--- config.mk ---
export PLATFORM = sky130hd
export DESIGN_NAME = mcap_top
export DESIGN_NICKNAME = d
export VERILOG_FILES = /design/src/mcap_pkg.sv /design/src/mcap_twi_cond.sv /design/src/mcap_top.sv
export SDC_FILE = /design/constraint.sdc
export NUM_CORES = 1
export LEC_CHECK = 0
export BUFFER_PORTS_ARGS = -buffer_cell sky130_fd_sc_hd__buf_4
export CAP_MARGIN = 20
export CORE_MARGIN = 2
export CORE_UTILIZATION = 57
export DETAILED_ROUTE_END_ITERATION = 10
export GPL_ROUTABILITY_DRIVEN = 0
export GPL_TIMING_DRIVEN = 0
export PLACE_DENSITY = 0.77
export SLEW_MARGIN = 20
export SYNTH_ARGS = -nofsm -noshare
export SYNTH_HDL_FRONTEND = slang
export SYNTH_SLANG_ARGS = --single-unit
export TNS_END_PERCENT = 1
--- constraint.sdc ---
create_clock -name clk -period 4.9 [get_ports clk]
set_input_delay 0.98 -clock clk [delete_from_list [all_inputs] [get_ports clk]]
set_output_delay 0.98 -clock clk [all_outputs]
set_load 0.01 [all_outputs]
--- src/mcap_pkg.sv ---
package mcap_pkg;

  // ----------------------------------------------------------------
  // register offsets
  // ----------------------------------------------------------------
  localparam logic [7:0] REG_POSTBOOT_FILTER = 8'h5B;
  localparam logic [7:0] REG_FAULT_BEHAV     = 8'h5C;
  localparam logic [7:0] REG_ALERT_CFG       = 8'h5D;
  localparam logic [7:0] REG_VERSION         = 8'h5E;
  localparam logic [7:0] REG_LOCK            = 8'h5F;

  // ----------------------------------------------------------------
  // field positions, widths and writable masks
  // ----------------------------------------------------------------
  localparam int PB_TMO_LSB   = 0;
  localparam int PB_TMO_W     = 4;
  localparam int FILT_LSB     = 4;
  localparam int FILT_W       = 3;
  localparam int OC_TMO_LSB   = 0;
  localparam int OC_TMO_W     = 2;
  localparam int OC_LATCH_BIT = 2;
  localparam int HYST_BIT     = 5;
  localparam int CONSEC_BIT   = 6;
  localparam int LOG_ADC_BIT  = 7;
  localparam int CFG_LOCK_BIT = 0;
  localparam int LOG_LOCK_BIT = 1;
  localparam int ALERT_EN_BIT = 0;

  localparam logic [7:0] PB_MASK = 8'h7F;
  localparam logic [7:0] FB_MASK = 8'hE7;
  localparam logic [7:0] AC_MASK = 8'h01;

  // ----------------------------------------------------------------
  // reset values
  // ----------------------------------------------------------------
  localparam logic [7:0] PB_RST  = 8'h00;
  localparam logic [7:0] FB_RST  = 8'h00;
  localparam logic [7:0] AC_RST  = 8'h01;
  localparam logic [7:0] VER_RST = 8'h00;

  // ----------------------------------------------------------------
  // bus addresses and command codes
  // ----------------------------------------------------------------
  localparam logic [6:0] ARA_ADDR     = 7'h0C;
  localparam logic [7:0] CMD_REBOOT   = 8'hFC;
  localparam logic [7:0] CMD_SW_LOG   = 8'hFD;
  localparam logic [7:0] CMD_BLK_WR   = 8'hFA;
  localparam logic [7:0] CMD_BLK_RD   = 8'hFB;
  localparam logic [7:0] BLK_RD_COUNT = 8'h04;

  // ----------------------------------------------------------------
  // timing
  // ----------------------------------------------------------------
  localparam int CLK_HZ           = 10_000_000;
  localparam int PB_UNIT_US       = 1000;
  localparam int PB_UNIT_CYC      = (CLK_HZ / 1_000_000) * PB_UNIT_US;

  // ----------------------------------------------------------------
  // serial engine states
  // ----------------------------------------------------------------
  typedef enum logic [6:0] {
    ST_IDLE     = 7'b0000001,
    ST_ADDR     = 7'b0000010,
    ST_ADDR_ACK = 7'b0000100,
    ST_RX       = 7'b0001000,
    ST_RX_ACK   = 7'b0010000,
    ST_TX       = 7'b0100000,
    ST_TX_ACK   = 7'b1000000
  } mcap_state_t;

endpackage : mcap_pkg

--- src/mcap_twi_cond.sv ---
`timescale 1ns/1ps
module mcap_twi_cond (
  input  wire logic clk,
  input  wire logic arst_n,
  input  wire logic scl_in,
  input  wire logic sda_in,
  output logic      start_det,
  output logic      stop_det,
  output logic      scl_rise,
  output logic      scl_fall,
  output logic      sda_bit
);

  logic scl_q;
  logic scl_qq;
  logic sda_q;
  logic sda_qq;
  logic next_scl_q;
  logic next_sda_q;

  // ----------------------------------------------------------------
  // pin sampling
  // ----------------------------------------------------------------
  // two-stage history of both bus lines
  always_comb begin
    next_scl_q = scl_in;
    next_sda_q = sda_in;
  end

  always_ff @(posedge clk or negedge arst_n) begin
    if (!arst_n) begin
      scl_q  <= 1'b1;
      scl_qq <= 1'b1;
      sda_q  <= 1'b1;
      sda_qq <= 1'b1;
    end else begin
      scl_q  <= next_scl_q;
      scl_qq <= scl_q;
      sda_q  <= next_sda_q;
      sda_qq <= sda_q;
    end
  end

  // ----------------------------------------------------------------
  // bus condition decode
  // ----------------------------------------------------------------
  // sda moving while scl high marks start or stop
  assign start_det = scl_q & scl_qq & sda_qq & ~sda_q;
  assign stop_det  = scl_q & scl_qq & ~sda_qq & sda_q;
  assign scl_rise  = scl_q & ~scl_qq;
  assign scl_fall  = ~scl_q & scl_qq;
  assign sda_bit   = sda_q;

endmodule : mcap_twi_cond

--- src/mcap_top.sv ---
`timescale 1ns/1ps
module mcap_top
  import mcap_pkg::*;
#(
  parameter int PB_UNIT_CYCLES = PB_UNIT_CYC
) (
  input  wire logic       clk,
  input  wire logic       arst_n,
  input  wire logic       scl_in,
  input  wire logic       sda_in,
  output logic            sda_out,
  output logic            sda_oe_n,
  output logic            alert_out,
  output logic            alert_oe_n,
  input  wire logic [6:0] slave_addr,
  input  wire logic       aux_fault_out_a_n,
  input  wire logic       aux_fault_out_b_n,
  input  wire logic       reset_out_n,
  input  wire logic       overtemp_out_n,
  input  wire logic [1:0] gpio_fault_n,
  input  wire logic [1:0] gpio_is_fault,
  input  wire logic       overcurrent_cond,
  output logic            overcurrent_out_n,
  input  wire logic       fault_log_trig,
  output logic            fault_log_store,
  output logic            log_adc_results,
  output logic            boot_start,
  output logic            postboot_mask,
  output logic [3:0]      postboot_tmo,
  output logic [2:0]      filter_cutoff,
  output logic [1:0]      oc_timeout,
  output logic            hyst_large,
  output logic            consec_fault
);

  logic        start_det;
  logic        stop_det;
  logic        scl_rise;
  logic        scl_fall;
  logic        sda_bit;
  mcap_state_t state;
  mcap_state_t next_state;
  logic [3:0]  bit_cnt;
  logic [3:0]  next_bit_cnt;
  logic [7:0]  shreg;
  logic [7:0]  next_shreg;
  logic        sda_pull;
  logic        next_sda_pull;
  logic        is_read;
  logic        next_is_read;
  logic        ara_sel;
  logic        next_ara_sel;
  logic        cnt_pend;
  logic        next_cnt_pend;
  logic [1:0]  byte_idx;
  logic [1:0]  next_byte_idx;
  logic [7:0]  cmd;
  logic [7:0]  next_cmd;
  logic [7:0]  ptr;
  logic [7:0]  next_ptr;
  logic [7:0]  blk_left;
  logic [7:0]  next_blk_left;
  logic [7:0]  reg_pbf;
  logic [7:0]  next_reg_pbf;
  logic [7:0]  reg_fb;
  logic [7:0]  next_reg_fb;
  logic [7:0]  reg_acfg;
  logic [7:0]  next_reg_acfg;
  logic [7:0]  reg_ver;
  logic [7:0]  next_reg_ver;
  logic        cfg_lock;
  logic        next_cfg_lock;
  logic        log_lock;
  logic        next_log_lock;
  logic        reboot_req;
  logic        next_reboot_req;
  logic        swlog_req;
  logic        next_swlog_req;
  logic        log_clear;
  logic        log_trig;
  logic        wr_en;
  logic [7:0]  wr_data;
  logic [7:0]  rd_data;
  logic [7:0]  tx_byte;
  logic        addr_hit;
  logic        ara_hit;
  logic        alert_out_active;

  // ----------------------------------------------------------------
  // bus condition detector
  // ----------------------------------------------------------------
  mcap_twi_cond u_cond (
    .clk       (clk),
    .arst_n    (arst_n),
    .scl_in    (scl_in),
    .sda_in    (sda_in),
    .start_det (start_det),
    .stop_det  (stop_det),
    .scl_rise  (scl_rise),
    .scl_fall  (scl_fall),
    .sda_bit   (sda_bit)
  );

  // ----------------------------------------------------------------
  // register read mux
  // ----------------------------------------------------------------
  // unused bits zero
  always_comb begin
    case (ptr)
      REG_POSTBOOT_FILTER: rd_data = reg_pbf;
      REG_FAULT_BEHAV:     rd_data = reg_fb;
      REG_ALERT_CFG:       rd_data = reg_acfg;
      REG_VERSION:         rd_data = reg_ver;
      REG_LOCK:            rd_data = {6'h00, log_lock, cfg_lock};
      default:             rd_data = 8'h00;
    endcase
  end

  assign tx_byte  = ara_sel ? {slave_addr, 1'b0} : (cnt_pend ? BLK_RD_COUNT : rd_data);
  assign addr_hit = (shreg[7:1] == slave_addr);
  assign ara_hit  = (shreg[7:1] == ARA_ADDR) && alert_out_active;

  assign alert_out_active = ~alert_oe_n;

  // ----------------------------------------------------------------
  // serial engine and register file
  // ----------------------------------------------------------------
  always_comb begin
    next_state      = state;
    next_bit_cnt    = bit_cnt;
    next_shreg      = shreg;
    next_sda_pull   = sda_pull;
    next_is_read    = is_read;
    next_ara_sel    = ara_sel;
    next_cnt_pend   = cnt_pend;
    next_byte_idx   = byte_idx;
    next_cmd        = cmd;
    next_ptr        = ptr;
    next_blk_left   = blk_left;
    next_reboot_req = 1'b0;
    next_swlog_req  = 1'b0;
    wr_en           = 1'b0;
    wr_data         = shreg;
    if (stop_det) begin
      if (!is_read && state != ST_IDLE && byte_idx == 2'd1) begin
        next_reboot_req = (cmd == CMD_REBOOT);
        next_swlog_req  = (cmd == CMD_SW_LOG);
      end
      next_state    = ST_IDLE;
      next_sda_pull = 1'b0;
    end else if (start_det) begin
      next_state    = ST_ADDR;
      next_bit_cnt  = 4'h0;
      next_byte_idx = 2'd0;
      next_sda_pull = 1'b0;
    end else begin
      case (state)
        ST_ADDR, ST_RX: begin
          if (scl_rise) begin
            next_shreg   = {shreg[6:0], sda_bit};
            next_bit_cnt = 4'(bit_cnt + 4'h1);
          end
          if (scl_fall && bit_cnt == 4'h8 && state == ST_ADDR) begin
            if (addr_hit || ara_hit) begin
              next_sda_pull = 1'b1;
              next_is_read  = shreg[0];
              next_ara_sel  = ~addr_hit;
              next_cnt_pend = shreg[0] && addr_hit && (cmd == CMD_BLK_RD);
              next_state    = ST_ADDR_ACK;
            end else begin
              next_state = ST_IDLE;
            end
          end else if (scl_fall && bit_cnt == 4'h8) begin
            next_sda_pull = 1'b1;
            next_state    = ST_RX_ACK;
            next_byte_idx = (byte_idx == 2'd2) ? 2'd2 : 2'(byte_idx + 2'd1);
            if (byte_idx == 2'd0) begin
              next_cmd = shreg;
              if (shreg < CMD_BLK_WR) begin
                next_ptr = shreg;
              end
            end else if (cmd == CMD_BLK_WR && byte_idx == 2'd1) begin
              next_blk_left = shreg;
            end else if (cmd != CMD_BLK_WR || blk_left != 8'h00) begin
              wr_en    = 1'b1;
              next_ptr = 8'(ptr + 8'h01);
              if (cmd == CMD_BLK_WR) begin
                next_blk_left = 8'(blk_left - 8'h01);
              end
            end
          end
        end
        ST_ADDR_ACK: begin
          if (scl_fall) begin
            if (is_read) begin
              next_shreg    = tx_byte;
              next_sda_pull = ~tx_byte[7];
              next_bit_cnt  = 4'h1;
              next_state    = ST_TX;
              // pointer steps past each data byte once loaded
              if (!ara_sel && !cnt_pend) begin
                next_ptr = 8'(ptr + 8'h01);
              end
            end else begin
              next_sda_pull = 1'b0;
              next_bit_cnt  = 4'h0;
              next_state    = ST_RX;
            end
          end
        end
        ST_RX_ACK: begin
          if (scl_fall) begin
            next_sda_pull = 1'b0;
            next_bit_cnt  = 4'h0;
            next_state    = ST_RX;
          end
        end
        ST_TX: begin
          if (scl_fall && bit_cnt == 4'h8) begin
            next_sda_pull = 1'b0;
            next_state    = ST_TX_ACK;
          end else if (scl_fall) begin
            next_shreg    = {shreg[6:0], 1'b0};
            next_sda_pull = ~shreg[6];
            next_bit_cnt  = 4'(bit_cnt + 4'h1);
          end
        end
        ST_TX_ACK: begin
          if (scl_rise && sda_bit) begin
            next_state = ST_IDLE;
          end else if (scl_fall) begin
            // successive pointer locations, or the address again for an alert reply
            // count byte is followed by the byte at the pointer
            next_cnt_pend = 1'b0;
            next_shreg    = cnt_pend ? rd_data : tx_byte;
            next_sda_pull = cnt_pend ? ~rd_data[7] : ~tx_byte[7];
            if (!ara_sel) begin
              next_ptr = 8'(ptr + 8'h01);
            end
            next_bit_cnt = 4'h1;
            next_state   = ST_TX;
          end
        end
        default: begin
          next_state = ST_IDLE;
        end
      endcase
    end
  end

  // ----------------------------------------------------------------
  // register updates and lock flags
  // ----------------------------------------------------------------
  always_comb begin
    next_reg_pbf  = reg_pbf;
    next_reg_fb   = reg_fb;
    next_reg_acfg = reg_acfg;
    next_reg_ver  = reg_ver;
    next_cfg_lock = cfg_lock;
    log_clear     = 1'b0;
    if (wr_en && (!cfg_lock || ptr == REG_LOCK)) begin
      case (ptr)
        REG_POSTBOOT_FILTER: next_reg_pbf = wr_data & PB_MASK;
        REG_FAULT_BEHAV:     next_reg_fb = wr_data & FB_MASK;
        REG_ALERT_CFG:       next_reg_acfg = wr_data & AC_MASK;
        REG_VERSION:         next_reg_ver = wr_data;
        REG_LOCK: begin
          next_cfg_lock = cfg_lock ^ wr_data[CFG_LOCK_BIT];
          log_clear = wr_data[LOG_LOCK_BIT];
        end
        default: begin
          next_cfg_lock = cfg_lock;
        end
      endcase
    end
    log_trig      = fault_log_trig | swlog_req;
    next_log_lock = (log_lock & ~log_clear) | log_trig;
  end

  always_ff @(posedge clk or negedge arst_n) begin
    if (!arst_n) begin
      state      <= ST_IDLE;
      bit_cnt    <= 4'h0;
      shreg      <= 8'h00;
      sda_pull   <= 1'b0;
      is_read    <= 1'b0;
      ara_sel    <= 1'b0;
      cnt_pend   <= 1'b0;
      byte_idx   <= 2'd0;
      cmd        <= 8'h00;
      ptr        <= 8'h00;
      blk_left   <= 8'h00;
      reg_pbf    <= PB_RST;
      reg_fb     <= FB_RST;
      reg_acfg   <= AC_RST;
      reg_ver    <= VER_RST;
      cfg_lock   <= 1'b0;
      log_lock   <= 1'b0;
      reboot_req <= 1'b0;
      swlog_req  <= 1'b0;
    end else begin
      state      <= next_state;
      bit_cnt    <= next_bit_cnt;
      shreg      <= next_shreg;
      sda_pull   <= next_sda_pull;
      is_read    <= next_is_read;
      ara_sel    <= next_ara_sel;
      cnt_pend   <= next_cnt_pend;
      byte_idx   <= next_byte_idx;
      cmd        <= next_cmd;
      ptr        <= next_ptr;
      blk_left   <= next_blk_left;
      reg_pbf    <= next_reg_pbf;
      reg_fb     <= next_reg_fb;
      reg_acfg   <= next_reg_acfg;
      reg_ver    <= next_reg_ver;
      cfg_lock   <= next_cfg_lock;
      log_lock   <= next_log_lock;
      reboot_req <= next_reboot_req;
      swlog_req  <= next_swlog_req;
    end
  end

  // ----------------------------------------------------------------
  // postboot timer, overcurrent latch and alert
  // ----------------------------------------------------------------
  logic        booted;
  logic        pb_active;
  logic        next_pb_active;
  logic [31:0] unit_cnt;
  logic [31:0] next_unit_cnt;
  logic [15:0] unit_tot;
  logic [15:0] next_unit_tot;
  logic [15:0] unit_lim;
  logic        boot_go;
  logic        oc_hold;
  logic        next_oc_hold;
  logic        oc_active;
  logic [1:0]  gpio_hit;
  logic        fault_any;
  logic        next_alert;
  logic        next_log_store;

  for (genvar g = 0; g < 2; g++) begin : g_gpio
    assign gpio_hit[g] = gpio_is_fault[g] & ~gpio_fault_n[g];
  end

  assign boot_go  = ~booted | reboot_req;
  assign unit_lim = 16'h0001 << (reg_pbf[PB_TMO_LSB +: PB_TMO_W] - 4'h1);

  always_comb begin
    next_pb_active = pb_active;
    next_unit_cnt  = unit_cnt;
    next_unit_tot  = unit_tot;
    if (boot_go) begin
      next_pb_active = (reg_pbf[PB_TMO_LSB +: PB_TMO_W] != 4'h0);
      next_unit_cnt  = 32'h0;
      next_unit_tot  = 16'h0;
    end else if (pb_active) begin
      next_unit_cnt = 32'(unit_cnt + 32'h1);
      if (unit_cnt == 32'(PB_UNIT_CYCLES - 1)) begin
        next_unit_cnt = 32'h0;
        next_unit_tot = 16'(unit_tot + 16'h1);
        if (unit_tot == 16'(unit_lim - 16'h1)) begin
          next_pb_active = 1'b0;
        end
      end
    end
    next_oc_hold = reg_fb[OC_LATCH_BIT] & ~boot_go & (oc_hold | overcurrent_cond);
    oc_active    = (overcurrent_cond | oc_hold) & ~pb_active;
    fault_any = ~aux_fault_out_a_n | ~aux_fault_out_b_n | ~reset_out_n | ~overtemp_out_n
              | oc_active | (|gpio_hit);
    next_alert = reg_acfg[ALERT_EN_BIT] & fault_any & ~pb_active;
    next_log_store = log_trig & ~log_lock;
  end

  always_ff @(posedge clk or negedge arst_n) begin
    if (!arst_n) begin
      booted            <= 1'b0;
      pb_active         <= 1'b0;
      unit_cnt          <= 32'h0;
      unit_tot          <= 16'h0;
      oc_hold           <= 1'b0;
      overcurrent_out_n <= 1'b1;
      alert_oe_n        <= 1'b1;
      alert_out         <= 1'b0;
      sda_oe_n          <= 1'b1;
      sda_out           <= 1'b0;
      fault_log_store   <= 1'b0;
      boot_start        <= 1'b0;
    end else begin
      booted            <= 1'b1;
      pb_active         <= next_pb_active;
      unit_cnt          <= next_unit_cnt;
      unit_tot          <= next_unit_tot;
      oc_hold           <= next_oc_hold;
      overcurrent_out_n <= ~oc_active;
      alert_oe_n        <= ~next_alert;
      alert_out         <= 1'b0;
      sda_oe_n          <= ~next_sda_pull;
      sda_out           <= 1'b0;
      fault_log_store   <= next_log_store;
      boot_start        <= boot_go;
    end
  end

  // ----------------------------------------------------------------
  // configuration field outputs
  // ----------------------------------------------------------------
  // fields steer outside logic
  assign postboot_mask   = pb_active;
  assign postboot_tmo    = reg_pbf[PB_TMO_LSB +: PB_TMO_W];
  assign filter_cutoff   = reg_pbf[FILT_LSB +: FILT_W];
  assign oc_timeout      = reg_fb[OC_TMO_LSB +: OC_TMO_W];
  assign hyst_large      = reg_fb[HYST_BIT];
  assign consec_fault    = reg_fb[CONSEC_BIT];
  assign log_adc_results = reg_fb[LOG_ADC_BIT];

endmodule : mcap_top

-- After elaboration in Yosys (flattened, before gate mapping)
Index checks and enable logic that the tools add are counted.
- bits in registers: 135
- latch bits: 0
- memory bits (writable): 0
- bits in read-only memories: 0
- input bits: 21
- output and inout port bits: 20
- logic and storage cells: 295
- memories kept: 0
- $add $sub $neg: 8
- multiply operators: 0
- div/mod/pow operators: 0
- $lt $le $gt $ge: 1
- eq/ne operators: 53
- shift-type cells: 1
- muxes and demuxes: 98
- bitwise gates (word level): 53
- reductions and logical operators: 48
- operators with widths (kind ; number):
    $mux 8 ; 25
    $mux 32 ; 3
    $mux 7 ; 9
    $mux 16 ; 3
    $eq 8x7->1 const B ; 5
    $pmux 8 s5 ; 1
    $mux 1 ; 36
    $pmux 7 s5 ; 1
    $add 32x1->32 const B ; 1
    $eq 32x14->1 const B ; 1
    $eq 8x8->1 const B ; 4
    $mux 4 ; 8
    $pmux 8 s4 ; 1
    $ne 3x3->1 const B ; 10
    $ne 2x2->1 const B ; 14
    $not 1->1 ; 27
    $pmux 8 s3 ; 1
    $pmux 4 s5 ; 1
    $add 16x1->16 const B ; 1
    $and 1x1->1 ; 16
    $eq 16x16->1 ; 1
    $shl 1x4->16 const A ; 1
    $sub 16x1->16 const B ; 1
    $eq 7x4->1 const B ; 2
    45 further kinds ; 89

-- Logic depth before layout (Yosys ltp)
- depth after elaboration: 15
- gate-level depth with buffers: 11
- mapped depth without buffers: 9

-- Cells and area by module
From an unflattened synthesis, not the netlist that was laid out.
- cell total of the unflattened synthesis: 946
- area, all modules: 8464.4 µm²
- by module, submodules not included (module ; instances ; cells an instance ; area each (µm²) ; sequential area each (µm²)):
    mcap_top ; 1 ; 938 ; 8324.2 ; 3284.4
    mcap_twi_cond ; 1 ; 8 ; 140.1 ; 105.1

-- Worst setup path before layout
Ideal clock, no wire load.
- path type: register to register
- start point: reg reg_pbf[1]
- end point: reg pb_active (netlist: postboot_mask)
- library setup time: 128 ps
- arrival: 2509 ps
- required time: 4772 ps
- path slack: 2263 ps
- stages on the path, launching flop included: 12
- buffers on the path: 3
- clock period less this slack: 2637 ps
- cells stage by stage: dfrtp_1 clkbuf_1 clkbuf_1 nand3b_1 ha_1 clkbuf_1 a21boi_0 nor2_1 o41ai_1 nand4_1 nor4_1 a21oi_1
- word-level cells in the longest chain between the ends: 8
- elaborated cells on any way between the ends: 9
- those cells by class: add/sub (2); eq/ne (1); shift (1); mux (4); reduce/logical (1)
- RTL lines (item ; line ; text):
    from (decl) ; mcap_top.sv:63 ; logic [7:0] reg_pbf;
    from (signal assigned) ; mcap_top.sv:313 ; reg_pbf <= next_reg_pbf;
    $sub 4x1->4 ; mcap_top.sv:349 ; assign unit_lim = 16'h0001 << (reg_pbf[PB_TMO_LSB +: PB_TMO_W] - 4'h1);
    $shl 1x4->16 ; mcap_top.sv:349 ;
    $sub 16x1->16 ; mcap_top.sv:364 ; if (unit_tot == 16'(unit_lim - 16'h1)) begin
    $eq 16x16->1 ; mcap_top.sv:364 ;
    $mux 1 ; mcap_top.sv:364 ;
    $mux 1 ; mcap_top.sv:361 ; if (unit_cnt == 32'(PB_UNIT_CYCLES - 1)) begin
    $mux 1 ; mcap_top.sv:359 ; end else if (pb_active) begin
    $mux 1 * ; mcap_top.sv:355 ; if (boot_go) begin
    named net next_pb_active ; mcap_top.sv:329 ; logic next_pb_active;
    to (signal assigned) ; mcap_top.sv:393 ; pb_active <= next_pb_active;
    to (decl) ; mcap_top.sv:328 ; logic pb_active;
The timed path passes the listed nets; every way through them passes the cells marked *.
A chain may end at the register's enable or synchronous reset.

-- Worst setup path after layout
Ends and elaborated chain as after synthesis.

==> impl_results.md <==
* Post-CTS setup buffer count at 0
* Vias in the first global route at about 7000
* Clk_lat worst skew at 0.43 ns
* Slew @ Worst Pin at 0.937 ns
* Worst Setup Start Kind: flop
* CTS buffer count at 17
* Initial antenna violation count at 0
* Initial Util at 0.588
* FF+latch count, synth at 135
* Crit-path cells: clkbuf_1 -> clkbuf_1 -> nand3b_1 -> ha_1 -> clkbuf_1 -> a21boi_0 -> nor2_1 -> o41ai_1 -> nand4_1 -> nor4_1 -> a21oi_1
* Post-route ant nets at 0
* Vias at 7403
* Vias/cell at 6.34
* Final hold vios at 0
* Slowest stage delay, CP at 0.45 ns
* WL final at ~21 mm
* Cell Area, Synth at around 8200 µm²
* Period minus WS final at 3.40 ns
* Fin nets at 1008
* Worst setup EP type: flop
* Period utilization at 0.693
* Wire per inst at 18.3 µm
* Critical path depth at 11
* Final setup fails at 0
* Die height at 124 µm
* CORE AREA at 14000 µm²
* Largest net degree at the start of global routing at 74
* Max Clock Freq at 0.294 GHz
* Total Power at 2720 µW
* Synth Instances at 915
* # rows at 43
* Setup TNS Final at 0 ns
* Drt drc at 0
* Static Leak at 0.00401 µW
* Post-synth EDFFs at 0
* Yosys warnings at 0
* RSZ-0062 raised after global routing: false
* H-tree levels at 4
* Sequential-to-total area share from yosys stat at 0.412
* First-pass GRT wire length at 34.7 mm
* I/O pin cnt at 41
* Iter 0 DRT Violations at 867
* Worst-case headroom to the max-slew limit at 0.372
* Final slew viol count at 0
* Critical-path maximum fanout at 10
* Mapped Avg Cell Area at about 9 µm²
* Pwr Density at 289 nW/µm²
* Number of distinct library cells after synthesis at 78
* CTS Buffer Depth at 2
* 1st-pass router iterations at 6
* Status: complete, no violations
* CP required at 5.19 ns
* Worst Setup Path Type: reg2reg
* Total clock sinks at 135
* PostCTS Resize Cnt at 0
* Ys async rst share at 1.00
* Root buffer cell: clkbuf_16
* Die Wd at around 120 µm
* Hold Buf Count CTS at 0
* GRT Util Overall at 0.292
* Worst Path Arrival at between 3 and 4 ns
* # diodes at 0
* Clock transition at path regs at 0.06 ns
* GRT overflow at 0
* Share of cells above drive strength 1 at 0.123
* CP most frequent cell: clkbuf_1
* Total of max-cap violations at 0
* CP Buf/Inv Count at 3
* Largest delay contributor family on the critical path: buffers and inverters
* # port buffers at 38
* Area Overhead vs Synth at 14.3%
* Worst Skew at a little over 0.007 ns
* Min-Delay Path Class: reg2reg
* Maximum vdd drop at 503 µV
* CTS tree: built
* Worst R2R Path Depth at 11
* Hpwl dp at 14.9 mm
* CP max stage cell: clkbuf_1
* Hold depth at 0
* Die area at 15400 µm²
* Primary FF master, synth: dfrtp_1
-- cell usage after synthesis, types with 11 or more instances --
master / count / area [µm²]
o31ai_1: 12 / 90.1
o22ai_1: 11 / 68.8
clkbuf_1: 43 / 161
nand2_1: 82 / 308
nor2_1: 92 / 345
mux2_2: 11 / 124
dfrtp_1: 126 / 3150
ha_1: 13 / 163
nand2b_1: 11 / 68.8
and3_1: 21 / 131
mux2_1: 22 / 248
nor3b_1: 11 / 82.6
nand3_1: 44 / 220
a31oi_1: 13 / 81.3
o21ai_0: 48 / 240
nor3_1: 27 / 135
xor2_1: 38 / 333
mux2i_1: 13 / 130
inv_1: 22 / 82.6
xnor2_1: 20 / 175
nand4_1: 26 / 163
a21oi_1: 33 / 165
-- worst reg2reg max path: cells and delay by family, from the launching register on --
kind            cells  cell delay (ns)
fa+ha+maj           1             0.16
buf+inv             3             1.17
compound gates      3             0.91
simple gates        4             0.66
flops               1             0.37
-- path summary, 6_finish.rpt --
kind,from,to,slack (ns)
max,reg_pbf[1],postboot_mask,1.50
max in group asynchronous,arst_n,reg_acfg[0],3.68
min reg2reg,u_cond.sda_bit,u_cond.sda_qq,0.41
max reg2reg,reg_pbf[1],postboot_mask,1.50
min in group asynchronous,arst_n,unit_tot[9],0.48
min,u_cond.sda_bit,u_cond.sda_qq,0.41
-- power by group --
| part | leakage (µW) | internal (µW) | total [µW] | switching, µW |
|---|---|---|---|---|
| registers | 0.00181 | 1140 | 1160 | 18.4 |
| clock network | 0.000298 | 877 | 1370 | 498 |
| logic | 0.00190 | 60.4 | 185 | 124 |
-- registers in the layout (all words and copies together), names as in the netlist, 7 cells and up --
signal,count
cmd,8
state,7
unit_tot,16
reg_ver,8
blk_left,8
shreg,8
reg_pbf,7
unit_cnt,32
ptr,8
-- final cells by class --
| cell class | count | area (µm²) |
|---|---|---|
| Clock buffer | 20 | 457 |
| Fill cell | 1120 | 4580 |
| Sequential cell | 135 | 3390 |
| Buffer | 56 | 235 |
| Clock inverter | 12 | 174 |
| Multi-Input combinational cell | 703 | 4520 |
| Tap cell | 180 | 225 |
| Inverter | 22 | 82.6 |
| Timing Repair Buffer | 39 | 320 |
-- metal layers --
metal | vias up | GRT usage | part of all wire
met5 | - | 0 | 0
met4 | 0 | 0.107 | 0.027
met3 | 54 | 0.0623 | 0.063
met2 | 318 | 0.477 | 0.48
met1 | 3573 | 0.382 | 0.43
li1 | 3458 | - | -
-- per-stage QoR --
| stage | util | area, µm² | setup slack, ns | hold slack [ns] | std cells |
|---|---|---|---|---|---|
| global route | 0.672 | 9410 | 1.25 | 0.417 | 1167 |
| floorplan | - | 8230 | 2.26 | 0.379 | 916 |
| finish | 0.672 | 9410 | 1.50 | 0.407 | 1167 |
| detailed placement | 0.627 | 8770 | 1.62 | 0.392 | 1135 |
| CTS | 0.672 | 9410 | 1.60 | 0.406 | 1167 |
| global placement | 0.625 | 8740 | 1.62 | 0.389 | 1134 |
-- layout by cell type, fill, tap and decap left out, types with 6 or more instances in the layout --
| cell | n |
|---|---|
| a211oi_1 | 6 |
| a21o_1 | 6 |
| a21oi_1 | 33 |
| a22oi_1 | 8 |
| a31oi_1 | 13 |
| and3_1 | 21 |
| and4_1 | 9 |
| buf_2 | 8 |
| buf_4 | 41 |
| clkbuf_1 | 44 |
| clkbuf_16 | 17 |
| dfrtp_1 | 126 |
| dfstp_2 | 9 |
| ha_1 | 13 |
| inv_1 | 22 |
| mux2_1 | 22 |
| mux2_2 | 11 |
| mux2i_1 | 13 |
| nand2_1 | 82 |
| nand2b_1 | 11 |
| nand3_1 | 44 |
| nand3b_1 | 7 |
| nand4_1 | 26 |
| nor2_1 | 92 |
| nor2b_1 | 7 |
| nor3_1 | 27 |
| nor3b_1 | 11 |
| nor4_1 | 9 |
| o21ai_0 | 48 |
| o22ai_1 | 11 |
| o31ai_1 | 12 |
| or3_1 | 7 |
| xnor2_1 | 20 |
| xor2_1 | 38 |
-- cell families (layout without fill, tap and decap cells) --
logic type	after synthesis	count (layout)	share of synthesized area
DFF	135	135	0.412
xor gates and xnor gates	58	58	0.0618
muxes	46	46	0.0610
AOI/OAI and AO/OA	197	197	0.159
other	2	3	0.000913
adders and majority gates	13	13	0.0198
buffers and inverters	78	149	0.0386
and+or+nand+nor	386	386	0.247
No activity file was read; power rests on OpenSTA's default activity.
